`src/rtl/mrb_pkg.sv`:
```
// Package: register map, field layout and Modbus constants for the request builder
package mrb_pkg;
	// ----------------------------------------------------------------
	// Register byte offsets
	// ----------------------------------------------------------------
	localparam logic [7:0] MRB_OFF_CTRL = 8'h00;
	localparam logic [7:0] MRB_OFF_CMD = 8'h04;
	localparam logic [7:0] MRB_OFF_ADDR = 8'h08;
	localparam logic [7:0] MRB_OFF_STAT = 8'h0C;
	localparam logic [7:0] MRB_OFF_OFFS = 8'h10;
	localparam logic [7:0] MRB_OFF_RXD = 8'h14;
	// ----------------------------------------------------------------
	// Field positions
	// ----------------------------------------------------------------
	localparam int MRB_CTRL_START = 0;
	localparam int MRB_CMD_FUNC_LSB = 0;
	localparam int MRB_CMD_NODE_LSB = 8;
	localparam int MRB_CMD_SWAP_LSB = 24;
	localparam int MRB_STAT_BUSY = 0;
	localparam int MRB_STAT_DONE = 1;
	localparam int MRB_STAT_ERR = 2;
	localparam int MRB_STAT_BCAST = 3;
	localparam int MRB_STAT_CODE_LSB = 4;
	localparam logic [31:0] MRB_CMD_RESET = 32'h0000_0000;
	localparam logic [31:0] MRB_ADDR_RESET = 32'h0000_0000;
	// ----------------------------------------------------------------
	// AXI responses
	// ----------------------------------------------------------------
	localparam logic [1:0] MRB_RESP_OKAY = 2'h0;
	localparam logic [1:0] MRB_RESP_SLVERR = 2'h2;
	// ----------------------------------------------------------------
	// Modbus function codes, node limits, address windows
	// ----------------------------------------------------------------
	localparam logic [7:0] MRB_FC_RD_COIL = 8'h01;
	localparam logic [7:0] MRB_FC_RD_INBIT = 8'h02;
	localparam logic [7:0] MRB_FC_RD_HOLD = 8'h03;
	localparam logic [7:0] MRB_FC_RD_INREG = 8'h04;
	localparam logic [7:0] MRB_FC_WR_COIL = 8'h05;
	localparam logic [7:0] MRB_FC_WR_REG = 8'h06;
	localparam logic [7:0] MRB_FC_WR_COILS = 8'h0F;
	localparam logic [7:0] MRB_FC_WR_REGS = 8'h10;
	localparam logic [7:0] MRB_NODE_BCAST = 8'h00;
	localparam logic [7:0] MRB_NODE_MIN = 8'h01;
	localparam logic [7:0] MRB_NODE_MAX = 8'hF7;
	localparam int MRB_COIL_LO = 1;
	localparam int MRB_COIL_HI = 9999;
	localparam int MRB_INBIT_LO = 10001;
	localparam int MRB_INBIT_HI = 29999;
	localparam int MRB_INREG_LO = 30001;
	localparam int MRB_INREG_HI = 39999;
	localparam int MRB_HOLD_LO = 40001;
	localparam int MRB_HOLD_HI = 47999;
	localparam int MRB_HOLDM_HI = 49999;
	// ----------------------------------------------------------------
	// Byte-order options and error codes
	// ----------------------------------------------------------------
	localparam logic [1:0] MRB_SWAP_NONE = 2'h0;
	localparam logic [1:0] MRB_SWAP_WORD = 2'h1;
	localparam logic [1:0] MRB_SWAP_ALL = 2'h2;
	localparam logic [1:0] MRB_SWAP_BYTE = 2'h3;
	localparam logic [3:0] MRB_ERR_NONE = 4'h0;
	localparam logic [3:0] MRB_ERR_FUNC = 4'h1;
	localparam logic [3:0] MRB_ERR_NODE = 4'h2;
	localparam logic [3:0] MRB_ERR_RANGE = 4'h3;
	localparam logic [3:0] MRB_ERR_BCAST = 4'h4;
	localparam logic [1:0] MRB_LAST_BYTE = 2'h3;
endpackage

```
`src/rtl/mrb_swap.sv`:
```
// Byte reordering of one four-byte group ABCD by the byte-order option
`timescale 1ns/100ps
module mrb_swap
	import mrb_pkg::*;
(
	input wire logic [1:0] i_swap,
	input wire logic [31:0] i_word,
	output logic [31:0] o_word
);
	// ----------------------------------------------------------------
	// Reorder, A in the top byte
	// ----------------------------------------------------------------
	always_comb
	begin
		case (i_swap)
			MRB_SWAP_NONE: o_word = i_word;
			MRB_SWAP_WORD: o_word = {i_word[15:0], i_word[31:16]};
			MRB_SWAP_ALL: o_word = {i_word[7:0], i_word[15:8], i_word[23:16], i_word[31:24]};
			MRB_SWAP_BYTE: o_word = {i_word[23:16], i_word[31:24], i_word[7:0], i_word[15:8]};
			default: o_word = i_word;
		endcase
	end
endmodule // mrb_swap

```
`src/rtl/mrb_addr_map.sv`:
```
// Function code, node and printed address check, and remote offset mapping
`timescale 1ns/100ps
module mrb_addr_map
	import mrb_pkg::*;
#(
	parameter int ADDR_W = 17
)
(
	input wire logic [7:0] i_func,
	input wire logic [7:0] i_node,
	input wire logic [ADDR_W-1:0] i_maddr,
	output logic o_ok,
	output logic [3:0] o_err,
	output logic o_bcast,
	output logic [15:0] o_remote_offset
);
	// Inclusive window test on the printed address
	function automatic logic in_win(input logic [ADDR_W-1:0] a, input int lo, input int hi);
		in_win = (int'(a) >= lo) && (int'(a) <= hi);
	endfunction

	logic known;
	logic is_write;
	logic in_range;
	logic [ADDR_W-1:0] base;

	// ----------------------------------------------------------------
	// Window and base per function code
	// ----------------------------------------------------------------
	always_comb
	begin
		known = 1'b1;
		is_write = 1'b0;
		in_range = 1'b0;
		base = '0;
		case (i_func)
			MRB_FC_RD_COIL:
			begin
				in_range = in_win(i_maddr, MRB_COIL_LO, MRB_COIL_HI);
				base = ADDR_W'(MRB_COIL_LO);
			end
			MRB_FC_RD_INBIT:
			begin
				in_range = in_win(i_maddr, MRB_INBIT_LO, MRB_INBIT_HI);
				base = ADDR_W'(MRB_INBIT_LO);
			end
			MRB_FC_RD_HOLD:
			begin
				in_range = in_win(i_maddr, MRB_HOLD_LO, MRB_HOLD_HI);
				base = ADDR_W'(MRB_HOLD_LO);
			end
			MRB_FC_RD_INREG:
			begin
				in_range = in_win(i_maddr, MRB_INREG_LO, MRB_INREG_HI);
				base = ADDR_W'(MRB_INREG_LO);
			end
			MRB_FC_WR_COIL, MRB_FC_WR_COILS:
			begin
				is_write = 1'b1;
				in_range = in_win(i_maddr, MRB_COIL_LO, MRB_COIL_HI);
				base = ADDR_W'(MRB_COIL_LO);
			end
			MRB_FC_WR_REG:
			begin
				is_write = 1'b1;
				in_range = in_win(i_maddr, MRB_HOLD_LO, MRB_HOLD_HI);
				base = ADDR_W'(MRB_HOLD_LO);
			end
			MRB_FC_WR_REGS:
			begin
				is_write = 1'b1;
				in_range = in_win(i_maddr, MRB_HOLD_LO, MRB_HOLDM_HI);
				base = ADDR_W'(MRB_HOLD_LO);
			end
			default: known = 1'b0;
		endcase
	end

	// ----------------------------------------------------------------
	// Verdict, first failing check wins
	// ----------------------------------------------------------------
	assign o_bcast = (i_node == MRB_NODE_BCAST);
	always_comb
	begin
		if (!known)
			o_err = MRB_ERR_FUNC;
		else if (o_bcast && !is_write)
			o_err = MRB_ERR_BCAST;
		else if (!o_bcast && (i_node < MRB_NODE_MIN || i_node > MRB_NODE_MAX))
			o_err = MRB_ERR_NODE;
		else if (!in_range)
			o_err = MRB_ERR_RANGE;
		else
			o_err = MRB_ERR_NONE;
	end
	assign o_ok = (o_err == MRB_ERR_NONE);
	// Zero-based offset; windows are all below 65536 so the cut is lossless
	assign o_remote_offset = 16'(i_maddr - base);
endmodule // mrb_addr_map

```
`src/rtl/mrb_builder.sv`:
```
// Modbus master request builder with AXI4-Lite registers and receive reordering
// What this block does
// - Reorder ABCD as ABCD, CDAB, DCBA, BADC
// - Reorder read data per four-byte group before storing
// - Individual node addresses only 1 through 247
// - Node 0 only for broadcast write commands
// - Function 1 reads coils 0001 to 9999
// - Function 2 reads input bits 10001 to 29999
// - Function 3 reads holding registers 40001 to 47999
// - Function 4 reads input registers 30001 to 39999
// - Function 5 writes one coil 0001 to 9999
// - Function 6 writes one register 40001 to 47999
// - Function 15 writes coils 0001 to 9999
// - Function 16 writes registers 40001 to 49999
// - Function byte then two-byte zero-based offset
// - Coil functions offset is address minus 0001
// - Function 2 offset is address minus 10001
// - Holding functions offset is address minus 40001
// - Function 4 offset is address minus 30001
`timescale 1ns/100ps
module mrb_builder
	import mrb_pkg::*;
#(
	parameter int ADDR_W = 17
)
(
	input wire logic i_core_clk,
	input wire logic i_rst_n,
	input wire logic [7:0] i_s_axi_awaddr,
	input wire logic i_s_axi_awvalid,
	output logic o_s_axi_awready,
	input wire logic [31:0] i_s_axi_wdata,
	input wire logic [3:0] i_s_axi_wstrb,
	input wire logic i_s_axi_wvalid,
	output logic o_s_axi_wready,
	output logic [1:0] o_s_axi_bresp,
	output logic o_s_axi_bvalid,
	input wire logic i_s_axi_bready,
	input wire logic [7:0] i_s_axi_araddr,
	input wire logic i_s_axi_arvalid,
	output logic o_s_axi_arready,
	output logic [31:0] o_s_axi_rdata,
	output logic [1:0] o_s_axi_rresp,
	output logic o_s_axi_rvalid,
	input wire logic i_s_axi_rready,
	output logic [7:0] o_tx_data,
	output logic o_tx_valid,
	input wire logic i_tx_ready,
	input wire logic [31:0] i_rx_word,
	input wire logic i_rx_valid,
	output logic [31:0] o_store_data,
	output logic o_store_valid
);
	typedef enum logic [1:0] {ST_IDLE = 2'b01, ST_SEND = 2'b10} mrb_state_e;

	// The mapper takes a printed address of 17 to 32 bits, though the highest printed address, 49999, fits in 16
	if (ADDR_W < 17 || ADDR_W > 32)
	begin : g_chk
		$error("ADDR_W must be 17 to 32");
	end

	// Byte-lane merge for partial writes
	function automatic logic [31:0] merge(input logic [31:0] old, input logic [31:0] nw, input logic [3:0] be);
		for (int i = 0; i < 4; i++)
			merge[i*8 +: 8] = be[i] ? nw[i*8 +: 8] : old[i*8 +: 8];
	endfunction

	// Register offset known to the map
	function automatic logic mapped(input logic [7:0] a);
		mapped = (a == MRB_OFF_CTRL) || (a == MRB_OFF_CMD) || (a == MRB_OFF_ADDR) ||
			(a == MRB_OFF_STAT) || (a == MRB_OFF_OFFS) || (a == MRB_OFF_RXD);
	endfunction

	logic aw_held_reg, w_held_reg, bvalid_reg, rvalid_reg;
	logic [7:0] aw_addr_reg;
	logic [31:0] w_data_reg, rdata_reg;
	logic [3:0] w_strb_reg;
	logic [1:0] bresp_reg, rresp_reg;
	logic [31:0] cmd_reg, addr_reg, rxd_reg, frame_reg, store_reg;
	logic [15:0] offs_reg;
	logic [3:0] err_code_reg;
	logic done_reg, err_reg, bcast_reg, store_vld_reg;
	logic [1:0] idx_reg;
	mrb_state_e state_reg;
	logic do_write, start, tx_fire;
	logic map_ok, map_bcast;
	logic [3:0] map_err;
	logic [15:0] map_offset;
	logic [31:0] swapped;
	logic [1:0] cfg_swap;
	logic [7:0] cfg_node, cfg_func;

	assign cfg_swap = cmd_reg[MRB_CMD_SWAP_LSB +: 2];
	assign cfg_node = cmd_reg[MRB_CMD_NODE_LSB +: 8];
	assign cfg_func = cmd_reg[MRB_CMD_FUNC_LSB +: 8];

	// ----------------------------------------------------------------
	// AXI4-Lite write channel
	// ----------------------------------------------------------------
	// Address and data are taken in either order; nothing new until the response leaves
	assign o_s_axi_awready = !aw_held_reg && !bvalid_reg;
	assign o_s_axi_wready = !w_held_reg && !bvalid_reg;
	assign do_write = aw_held_reg && w_held_reg && !bvalid_reg;
	assign o_s_axi_bvalid = bvalid_reg;
	assign o_s_axi_bresp = bresp_reg;

	always_ff @(posedge i_core_clk)
	begin
		if (!i_rst_n)
		begin
			aw_held_reg <= 1'b0;
			w_held_reg <= 1'b0;
			aw_addr_reg <= '0;
			w_data_reg <= '0;
			w_strb_reg <= '0;
			bvalid_reg <= 1'b0;
			bresp_reg <= MRB_RESP_OKAY;
		end
		else
		begin
			if (i_s_axi_awvalid && o_s_axi_awready)
			begin
				aw_held_reg <= 1'b1;
				aw_addr_reg <= i_s_axi_awaddr;
			end
			if (i_s_axi_wvalid && o_s_axi_wready)
			begin
				w_held_reg <= 1'b1;
				w_data_reg <= i_s_axi_wdata;
				w_strb_reg <= i_s_axi_wstrb;
			end
			if (do_write)
			begin
				aw_held_reg <= 1'b0;
				w_held_reg <= 1'b0;
				bvalid_reg <= 1'b1;
				bresp_reg <= mapped(aw_addr_reg) ? MRB_RESP_OKAY : MRB_RESP_SLVERR;
			end
			else if (bvalid_reg && i_s_axi_bready)
				bvalid_reg <= 1'b0;
		end
	end

	// Command registers; a write lands while the frame is out, the frame already latched is unaffected
	always_ff @(posedge i_core_clk)
	begin
		if (!i_rst_n)
		begin
			cmd_reg <= MRB_CMD_RESET;
			addr_reg <= MRB_ADDR_RESET;
		end
		else if (do_write)
		begin
			if (aw_addr_reg == MRB_OFF_CMD)
				cmd_reg <= merge(cmd_reg, w_data_reg, w_strb_reg);
			if (aw_addr_reg == MRB_OFF_ADDR)
				addr_reg <= merge(addr_reg, w_data_reg, w_strb_reg);
		end
	end

	// Start is a pulse; ignored while a frame is still going out
	assign start = do_write && (aw_addr_reg == MRB_OFF_CTRL) && w_strb_reg[0] &&
		w_data_reg[MRB_CTRL_START] && (state_reg == ST_IDLE);

	// ----------------------------------------------------------------
	// AXI4-Lite read channel
	// ----------------------------------------------------------------
	assign o_s_axi_arready = !rvalid_reg;
	assign o_s_axi_rvalid = rvalid_reg;
	assign o_s_axi_rdata = rdata_reg;
	assign o_s_axi_rresp = rresp_reg;

	always_ff @(posedge i_core_clk)
	begin
		if (!i_rst_n)
		begin
			rvalid_reg <= 1'b0;
			rdata_reg <= '0;
			rresp_reg <= MRB_RESP_OKAY;
		end
		else if (i_s_axi_arvalid && o_s_axi_arready)
		begin
			rvalid_reg <= 1'b1;
			rresp_reg <= mapped(i_s_axi_araddr) ? MRB_RESP_OKAY : MRB_RESP_SLVERR;
			case (i_s_axi_araddr)
				MRB_OFF_CMD: rdata_reg <= cmd_reg;
				MRB_OFF_ADDR: rdata_reg <= addr_reg;
				MRB_OFF_STAT:
				begin
					rdata_reg <= '0;
					rdata_reg[MRB_STAT_BUSY] <= (state_reg == ST_SEND);
					rdata_reg[MRB_STAT_DONE] <= done_reg;
					rdata_reg[MRB_STAT_ERR] <= err_reg;
					rdata_reg[MRB_STAT_BCAST] <= bcast_reg;
					rdata_reg[MRB_STAT_CODE_LSB +: 4] <= err_code_reg;
				end
				MRB_OFF_OFFS: rdata_reg <= {16'h0000, offs_reg};
				MRB_OFF_RXD: rdata_reg <= rxd_reg;
				default: rdata_reg <= '0;
			endcase
		end
		else if (rvalid_reg && i_s_axi_rready)
			rvalid_reg <= 1'b0;
	end

	// ----------------------------------------------------------------
	// Request checking and framing
	// ----------------------------------------------------------------
	mrb_addr_map #(.ADDR_W(ADDR_W)) u_map (
		.i_func(cfg_func),
		.i_node(cfg_node),
		.i_maddr(addr_reg[ADDR_W-1:0]),
		.o_ok(map_ok),
		.o_err(map_err),
		.o_bcast(map_bcast),
		.o_remote_offset(map_offset)
	);

	assign tx_fire = (state_reg == ST_SEND) && i_tx_ready;
	assign o_tx_valid = (state_reg == ST_SEND);
	assign o_tx_data = frame_reg[31:24];

	// Frame is node, function, offset high, offset low, shifted out from the top byte
	always_ff @(posedge i_core_clk)
	begin
		if (!i_rst_n)
		begin
			state_reg <= ST_IDLE;
			frame_reg <= '0;
			idx_reg <= '0;
		end
		else
		case (state_reg)
			ST_IDLE:
				if (start && map_ok)
				begin
					frame_reg <= {cfg_node, cfg_func, map_offset};
					idx_reg <= '0;
					state_reg <= ST_SEND;
				end
			ST_SEND:
				if (tx_fire)
				begin
					frame_reg <= {frame_reg[23:0], 8'h00};
					idx_reg <= idx_reg + 2'd1;
					if (idx_reg == MRB_LAST_BYTE)
						state_reg <= ST_IDLE;
				end
			default: state_reg <= ST_IDLE;
		endcase
	end

	// Status; an accepted start clears done, which can never coincide with the set
	always_ff @(posedge i_core_clk)
	begin
		if (!i_rst_n)
		begin
			done_reg <= 1'b0;
			err_reg <= 1'b0;
			bcast_reg <= 1'b0;
			err_code_reg <= MRB_ERR_NONE;
			offs_reg <= '0;
		end
		else if (start)
		begin
			done_reg <= !map_ok; // refused commands finish at once
			err_reg <= !map_ok;
			err_code_reg <= map_err;
			bcast_reg <= map_bcast && map_ok;
			offs_reg <= map_offset;
		end
		else if (tx_fire && idx_reg == MRB_LAST_BYTE)
			done_reg <= 1'b1;
	end

	// ----------------------------------------------------------------
	// Receive path, one group per valid
	// ----------------------------------------------------------------
	mrb_swap u_swap (
		.i_swap(cfg_swap),
		.i_word(i_rx_word),
		.o_word(swapped)
	);

	assign o_store_data = store_reg;
	assign o_store_valid = store_vld_reg;

	always_ff @(posedge i_core_clk)
	begin
		if (!i_rst_n)
		begin
			store_reg <= '0;
			store_vld_reg <= 1'b0;
			rxd_reg <= '0;
		end
		else
		begin
			store_vld_reg <= i_rx_valid;
			if (i_rx_valid)
			begin
				store_reg <= swapped;
				rxd_reg <= swapped;
			end
		end
	end

	// ----------------------------------------------------------------
	// Assertions
	// ----------------------------------------------------------------
	property p_swap_none;
		@(posedge i_core_clk) disable iff (!i_rst_n)
		i_rx_valid && cfg_swap == MRB_SWAP_NONE |=> o_store_data == $past(i_rx_word);
	endproperty
	a_swap_none: assert property (p_swap_none) else $error("swap 0 wrong");

	property p_swap_word;
		@(posedge i_core_clk) disable iff (!i_rst_n)
		i_rx_valid && cfg_swap == MRB_SWAP_WORD |=> o_store_data == {$past(i_rx_word[15:0]), $past(i_rx_word[31:16])};
	endproperty
	a_swap_word: assert property (p_swap_word) else $error("swap 1 wrong");

	property p_swap_all;
		@(posedge i_core_clk) disable iff (!i_rst_n)
		i_rx_valid && cfg_swap == MRB_SWAP_ALL |=> o_store_data == {$past(i_rx_word[7:0]), $past(i_rx_word[15:8]),
			$past(i_rx_word[23:16]), $past(i_rx_word[31:24])};
	endproperty
	a_swap_all: assert property (p_swap_all) else $error("swap 2 wrong");

	property p_store_follows;
		@(posedge i_core_clk) disable iff (!i_rst_n)
		o_store_valid == $past(i_rx_valid);
	endproperty
	a_store_follows: assert property (p_store_follows) else $error("store strobe lost");

	property p_bad_node;
		@(posedge i_core_clk) disable iff (!i_rst_n)
		start && cfg_node > MRB_NODE_MAX |=> !o_tx_valid && err_reg && done_reg;
	endproperty
	a_bad_node: assert property (p_bad_node) else $error("bad node sent");

	property p_bcast_read;
		@(posedge i_core_clk) disable iff (!i_rst_n)
		start && cfg_node == MRB_NODE_BCAST && cfg_func == MRB_FC_RD_HOLD |=> !o_tx_valid && err_code_reg == MRB_ERR_BCAST;
	endproperty
	a_bcast_read: assert property (p_bcast_read) else $error("broadcast read sent");

	property p_bad_func;
		@(posedge i_core_clk) disable iff (!i_rst_n)
		start && cfg_func == 8'h07 |=> !o_tx_valid && err_code_reg == MRB_ERR_FUNC;
	endproperty
	a_bad_func: assert property (p_bad_func) else $error("unknown function sent");

	property p_order;
		@(posedge i_core_clk) disable iff (!i_rst_n)
		start && map_ok ##1 tx_fire |-> o_tx_data == $past(cfg_node) ##1 (o_tx_valid && o_tx_data == $past(cfg_func, 2));
	endproperty
	a_order: assert property (p_order) else $error("node or function byte misplaced");

	property p_hold_zero;
		@(posedge i_core_clk) disable iff (!i_rst_n)
		start && map_ok && cfg_func == MRB_FC_RD_HOLD && addr_reg == 32'h0000_9C41 |=> offs_reg == 16'h0000;
	endproperty
	a_hold_zero: assert property (p_hold_zero) else $error("40001 not offset zero");

	property p_four_bytes;
		@(posedge i_core_clk) disable iff (!i_rst_n)
		tx_fire && idx_reg == MRB_LAST_BYTE |=> !o_tx_valid && done_reg;
	endproperty
	a_four_bytes: assert property (p_four_bytes) else $error("frame not four bytes");
endmodule // mrb_builder

```
`config.mk`:
```
export PLATFORM = sky130hd
export DESIGN_NAME = mrb_builder
export DESIGN_NICKNAME = d
export VERILOG_FILES = /design/src/rtl/mrb_pkg.sv /design/src/rtl/mrb_swap.sv /design/src/rtl/mrb_addr_map.sv /design/src/rtl/mrb_builder.sv
export SDC_FILE = /design/constraint.sdc
export NUM_CORES = 1
export LEC_CHECK = 0
export ABC_AREA = 1
export BUFFER_PORTS_ARGS = -buffer_cell sky130_fd_sc_hd__buf_2
export CAP_MARGIN = 30
export CORE_ASPECT_RATIO = 0.8
export CORE_UTILIZATION = 35
export CTS_CLUSTER_DIAMETER = 80
export DETAILED_ROUTE_END_ITERATION = 6
export GPL_ROUTABILITY_DRIVEN = 0
export SLEW_MARGIN = 20
export SYNTH_ARGS = -nofsm -noshare
export SYNTH_HDL_FRONTEND = slang
export SYNTH_SLANG_ARGS = --single-unit
```
`constraint.sdc`:
```
create_clock -name i_core_clk -period 2.8 [get_ports i_core_clk]
set_input_delay 0.14 -clock i_core_clk [delete_from_list [all_inputs] [get_ports i_core_clk]]
set_output_delay 0.14 -clock i_core_clk [all_outputs]
set_load 0.02 [all_outputs]
```
# Word-level counts from Yosys, hierarchy flattened
# Index checks and enable logic that the tools add are counted.
totals:
  ff_bits: 240
  out_inout_bits: 83
op_classes:
  add_sub_neg: 2
  order_cmp: 11
  n_eq_ne: 27
  n_mux: 28
  bitwise_logic: 1
  n_reduce_logical: 67
ops:
  columns: ["cell", "n"]
  rows:
  - ["case mux 32 bit (5 select lines)", 1]
  - ["case mux 32 bit (4 select lines)", 1]
  - ["2-to-1 mux 32 bit", 2]
  - ["case mux 16 bit (4 select lines)", 1]
  - ["case mux 32 bit (2 select lines)", 1]
  - ["<= comparator 17 x 16 -> 1 bit, second input constant", 3]
  - ["equality test 8 x 3 -> 1 bit, second input constant", 5]
  - ["equality test 8 x 4 -> 1 bit, second input constant", 5]
  - ["equality test 8 x 5 -> 1 bit, second input constant", 5]
  - ["AND reduction 3 bit", 10]
  - ["logical AND 1 bit", 24]
  - ["logical NOT 8 bit", 3]
  - [">= comparator 17 x 1 -> 1 bit, second input constant", 1]
  - [">= comparator 17 x 14 -> 1 bit, second input constant", 1]
  - [">= comparator 17 x 15 -> 1 bit, second input constant", 1]
  - [">= comparator 17 x 16 -> 1 bit, second input constant", 1]
  - ["<= comparator 17 x 14 -> 1 bit, second input constant", 1]
  - ["<= comparator 17 x 15 -> 1 bit, second input constant", 1]
  - ["equality test 8 x 2 -> 1 bit, second input constant", 2]
  - ["2-to-1 mux 2 bit", 8]
  - ["subtractor 16 bit", 1]
  - ["2-to-1 mux 4 bit", 3]
  - ["logical OR 1 bit", 11]
  - ["equality test 2 bit, second input constant", 4]
  - ["other kinds (18)", 40]

# Logic depth before layout (Yosys ltp)
depth:
  depth_word: 11
  mapped_depth: 23

# Cells and area by module
# From an unflattened synthesis, not the netlist that was laid out.
unflattened:
  hier_cells: 1858
  area_unflattened_um2: 12344.3
by_module_without_submodules:
  columns: ["module", "n_inst", "cells_each", "area_each_um2", "seq_area_each_um2"]
  rows:
  - ["mrb_builder", 1, 1386, 9815.7, 4764.6]
  - ["mrb_addr_map", 1, 286, 1511.4, 0.0]
  - ["mrb_swap", 1, 186, 1017.2, 0.0]

# Worst setup path before layout
# OpenSTA, ideal clock, no wires.
synth_path:
  path_type: "register to register"
  start: "reg cmd_reg[5]"
  end: "reg frame_reg[14]"
  t_arrival_ns: 2.540
  slack_ns: 0.196
  path_stages_with_launch: 24
  n_path_buf: 0
  path_cell_list: "dfxtp_1 > inv_2 > nand2_1 > nor2_4 > inv_2 > nor2_2 > nor2_1 > inv_2 > nor2_2 > nand3_2 > ha_1 > ha_1 > nand2_1 > nand3_1 > nand3_1 > nand2_1 > inv_1 > o21ai_0 > nand2_1 > xor2_1 > nand2_1 > o21ai_0 > nor2_1 > nor2_1"
synth_via:
  elab_chain_cells: 11
synth_rtl:
  columns: ["item", "line", "rtl"]
  rows:
  - ["start: declaration", "mrb_builder.sv:79", "logic [31:0] cmd_reg, addr_reg, rxd_reg, frame_reg, store_reg;"]
  - ["start signal: assignment", "mrb_builder.sv:155", "cmd_reg <= merge(cmd_reg, w_data_reg, w_strb_reg);"]
  - ["parallel branches: the longest is 11 deep, another holds subtractor 16 bit", null, null]
  - ["end signal: assignment", "mrb_builder.sv:237", "frame_reg <= {cfg_node, cfg_func, map_offset};"]
  - ["end signal: assignment", "mrb_builder.sv:244", "frame_reg <= {frame_reg[23:0], 8'h00};"]
  - ["end: declaration", "mrb_builder.sv:79", null]
# Several ways; the timed one is not identified. The select of a mux whose other input is x is not followed.
# A chain may end at the register's enable or synchronous reset.

# Final worst setup path
layout_path:
  start: "reg cmd_reg[7]"
  end: "reg frame_reg[15]"
# Same word-level chain as after synthesis.

==> results_dict.tcl <==
set metrics [dict create \
    slew_headroom_pct 40.30 \
    nNetsFinal 2054 \
    r2r_setup_slack_ps 150 \
    tns_ps 0 \
    routed_wl_mm 41.69 \
    critPathRequiredTime_ps 3230 \
    crit_slowest_cell "dfxtp_2" \
    r2r_start "cmd_reg[7]$_SDFFE_PN0P_" \
    cpLargestDelayFamily "simple AND/OR/NAND/NOR gates" \
    grt_usage_pct 24.12 \
    die_h_um 164.1 \
    fin_hold_ws_ps 25.33 \
    whs_path_depth 5 \
    p_leak_uw 0.006783 \
    vias 12425 \
    yosysTopAreaCell "dfxtp_1" \
    fin_util_pct 47.09 \
    cts.sinks 237 \
    grt_pass1_wl_mm 63.14 \
    status "complete, no violations" \
    antenna_violating_nets_post_route 0 \
    clk_path_buf_depth 3 \
    numCtsBuffers 25 \
    clk_latency_ps 540 \
    crit_path_max_fanout 5 \
    drc 0 \
    fin_skew_ps 19.11 \
    worst-slew-pin-transition_ps 894.5 \
    grt_max_degree 199 \
    reg2reg_depth 18 \
    critPathMaxStageDelay_ps 330 \
    fin_crit_sh_pct 94.81 \
    dp_hpwl_mm 29.89 \
    crit_type "reg -> reg" \
    endpoint_kind "flip-flop" \
    ys_seq_elements 237 \
    area_delta_synth_final_pct 30.49 \
    port_buffers 173 \
    ir_drop_uv 445.2 \
    ctsRootBufferMaster "clkbuf_16" \
    setup_viol 0 \
    cts_tree "yes" \
    die_x_um 204.6 \
    period_needed_ps 2655 \
    drv_cap 0 \
    antenna_found_initial 1 \
    place_inst 2238 \
    layoutNonFillerInstCount 2383 \
    row_count 58 \
    first_iter_violations 1402 \
    reg2reg_to "frame_reg[15]$_SDFFE_PN0P_" \
    synth_edf_count 0 \
    report.final.slew_viol_count 0 \
    hp-class "in -> reg" \
    synth_area_per_cell_sq_um 6.847 \
    netlist_top_cells_area "dfxtp_1, nand2_1, a21oi_1, o21ai_0, inv_1" \
    viasPerCell 5.214 \
    syn-cell-area_sq_um 11500 \
    yosysWarnings 0 \
    hold_path_end "o_store_data[31]$_SDFFE_PN0P_" \
    p_per_area_nw_per_um2 605.4 \
    cp-start-kind "flip-flop" \
    worstPathCellList "inv_2, nand2_2, nor2_4, nand4_1, nand3_4, inv_4, ha_4, a21oi_4, o21ai_2, nand2_1, nand3_2, a21oi_2, o21ai_1, a21oi_1, xor2_1, nor2_1, nor2_1, nor2_1" \
    ios 176 \
    fp.coreArea_sq_um 31860 \
    rsz0062_at_grt "true" \
    die_area_sq_um 33580 \
    grt-ovfl-total 0 \
    worst-path-buf-inv 2 \
    drive_above_1_share_pct 18.09 \
    synthCells 1679 \
    final_cell_area_sq_um 15000 \
    clkTransAtPathRegs_ps 60 \
    async_flop_share_pct 0 \
    ys_seq_area_share_pct 41.27 \
    hold_start "i_rx_word[15]" \
    drtPass1Iterations 6 \
    synth_ff_type "dfxtp_1" \
    place_area_sq_um 12970 \
    path_common_cell "nor2_1" \
    wl_per_cell_um 17.49 \
    grt_pass1_vias 11184 \
    critPathArrivalTime_ps 3090 \
    max_freq_mhz 376.7 \
    synth_top_area_share_pct 41.27 \
    initial_core_util_pct 36.09 \
    ctsHtreeMaxLevel 1 \
    hold_viol_final 0 \
    fill_cells 3186 \
    synth_cell_types 44 \
]
## cell usage after synthesis (3+ instances only)
cell type	instances
inv_1	204
ha_1	15
o21a_1	4
nor2_1	195
inv_2	11
dfxtp_1	237
clkbuf_1	70
buf_2	4
o21ai_0	204
nor2_2	3
buf_4	12
o211ai_1	20
nand3_2	3
nand2_1	297
a221oi_1	27
nand4_1	11
a31oi_1	10
o22ai_1	22
a21oi_1	222
nand3_1	44
nor3_1	20
buf_1	7
xor2_1	10
## through the flow
step	setup slack, ps	power (uW)
2_1_floorplan	196.3	5486
3_3_place_gp	-20.38	5905
3_5_place_dp	-72.60	5938
4_1_cts	0.4379	9116
5_1_grt	-129.6	9612
6_report	145.3	9082
## routing by layer
metal	vias up	wire, um	GRT usage [%]
li1	6078	-	-
met1	5669	19670	36.30
met2	601	16790	34.24
met3	77	3933	4.345
met4	0	1292	7.429
met5	-	0	0
## cell usage in the layout (no fill, tap or decap), drive strengths merged
master / n
o21a: 4
nor3: 21
or2: 2
o21ai: 205
a32o: 1
a31oi: 10
xor2: 10
a21o: 1
a21boi: 1
clkbuf: 34
nor2: 199
ha: 15
xnor2: 1
o31ai: 1
diode: 1
a311o: 1
o221ai: 2
dlygate4sd3: 94
inv: 216
o2bb2ai: 1
nand4: 13
o211ai: 20
o22ai: 22
a21oi: 222
nand2: 297
dfxtp: 237
o21bai: 3
conb: 2
and2: 1
nor4: 3
nand3: 47
clkinv: 9
a221oi: 27
buf: 240
## worst min-delay path, delay by kind of cell
kind	cells	cell delay, ps
AOI/OAI and AO/OA	2	140
buffers and inverters	2	170
and+or+nand+nor	1	80
## repair_timing
item / 4_1_cts / 5_1_grt
hold buffers: 94 / 0
pin swaps: 0 / 27
setup endpoints to repair: 4 / 35
resized for setup: 4 / 72
hold endpoints to repair: 71 / 0
buffers inserted: 0 / 6
## how the worst max path moves through the flow
stage               slack (ps)                         end                    start  cells past startpoint
global route              -130  frame_reg[14]$_SDFFE_PN0P_  cmd_reg[7]$_SDFFE_PN0P_                     20
finish                     150  frame_reg[15]$_SDFFE_PN0P_  cmd_reg[7]$_SDFFE_PN0P_                     18
CTS                        0.4  frame_reg[15]$_SDFFE_PN0P_  cmd_reg[1]$_SDFFE_PN0P_                     18
floorplan                  200  frame_reg[14]$_SDFFE_PN0P_  cmd_reg[5]$_SDFFE_PN0P_                     23
global placement           -20  frame_reg[14]$_SDFFE_PN0P_  cmd_reg[5]$_SDFFE_PN0P_                     23
detailed placement         -70  frame_reg[15]$_SDFFE_PN0P_  cmd_reg[5]$_SDFFE_PN0P_                     19
## power breakdown
group	switching, uW	leakage, uW	internal (uW)
Clock	1370	0.000373	1720
Combinational	1330	0.00447	728
Sequential	192	0.00194	3740
## area by class of cell
cell class | count | area, sq um | area share (%)
diodes | 1 | 2.502 | 0.01668
clock buffers | 34 | 689.4 | 4.596
clock inverters | 9 | 52.55 | 0.3503
inverters | 216 | 813.3 | 5.422
multi-input cells | 1132 | 5794 | 38.63
flip-flops and latches | 237 | 4758 | 31.72
well taps | 420 | 525.5 | 3.503
repair buffers | 334 | 2365 | 15.76
## cells by family (layout without fill, tap and decap cells)
family / after synthesis / in the layout / synth area share (%)
compound gates: 521 / 521 / 24.85
xor+xnor: 11 / 11 / 0.8380
fa+ha+maj: 15 / 15 / 1.633
buf+inv: 311 / 593 / 10.72
flops: 237 / 237 / 41.27
other cells: 1 / 3 / 0.03262
simple gates: 583 / 583 / 20.66
Note: power is estimated with default switching activity, not from simulation.
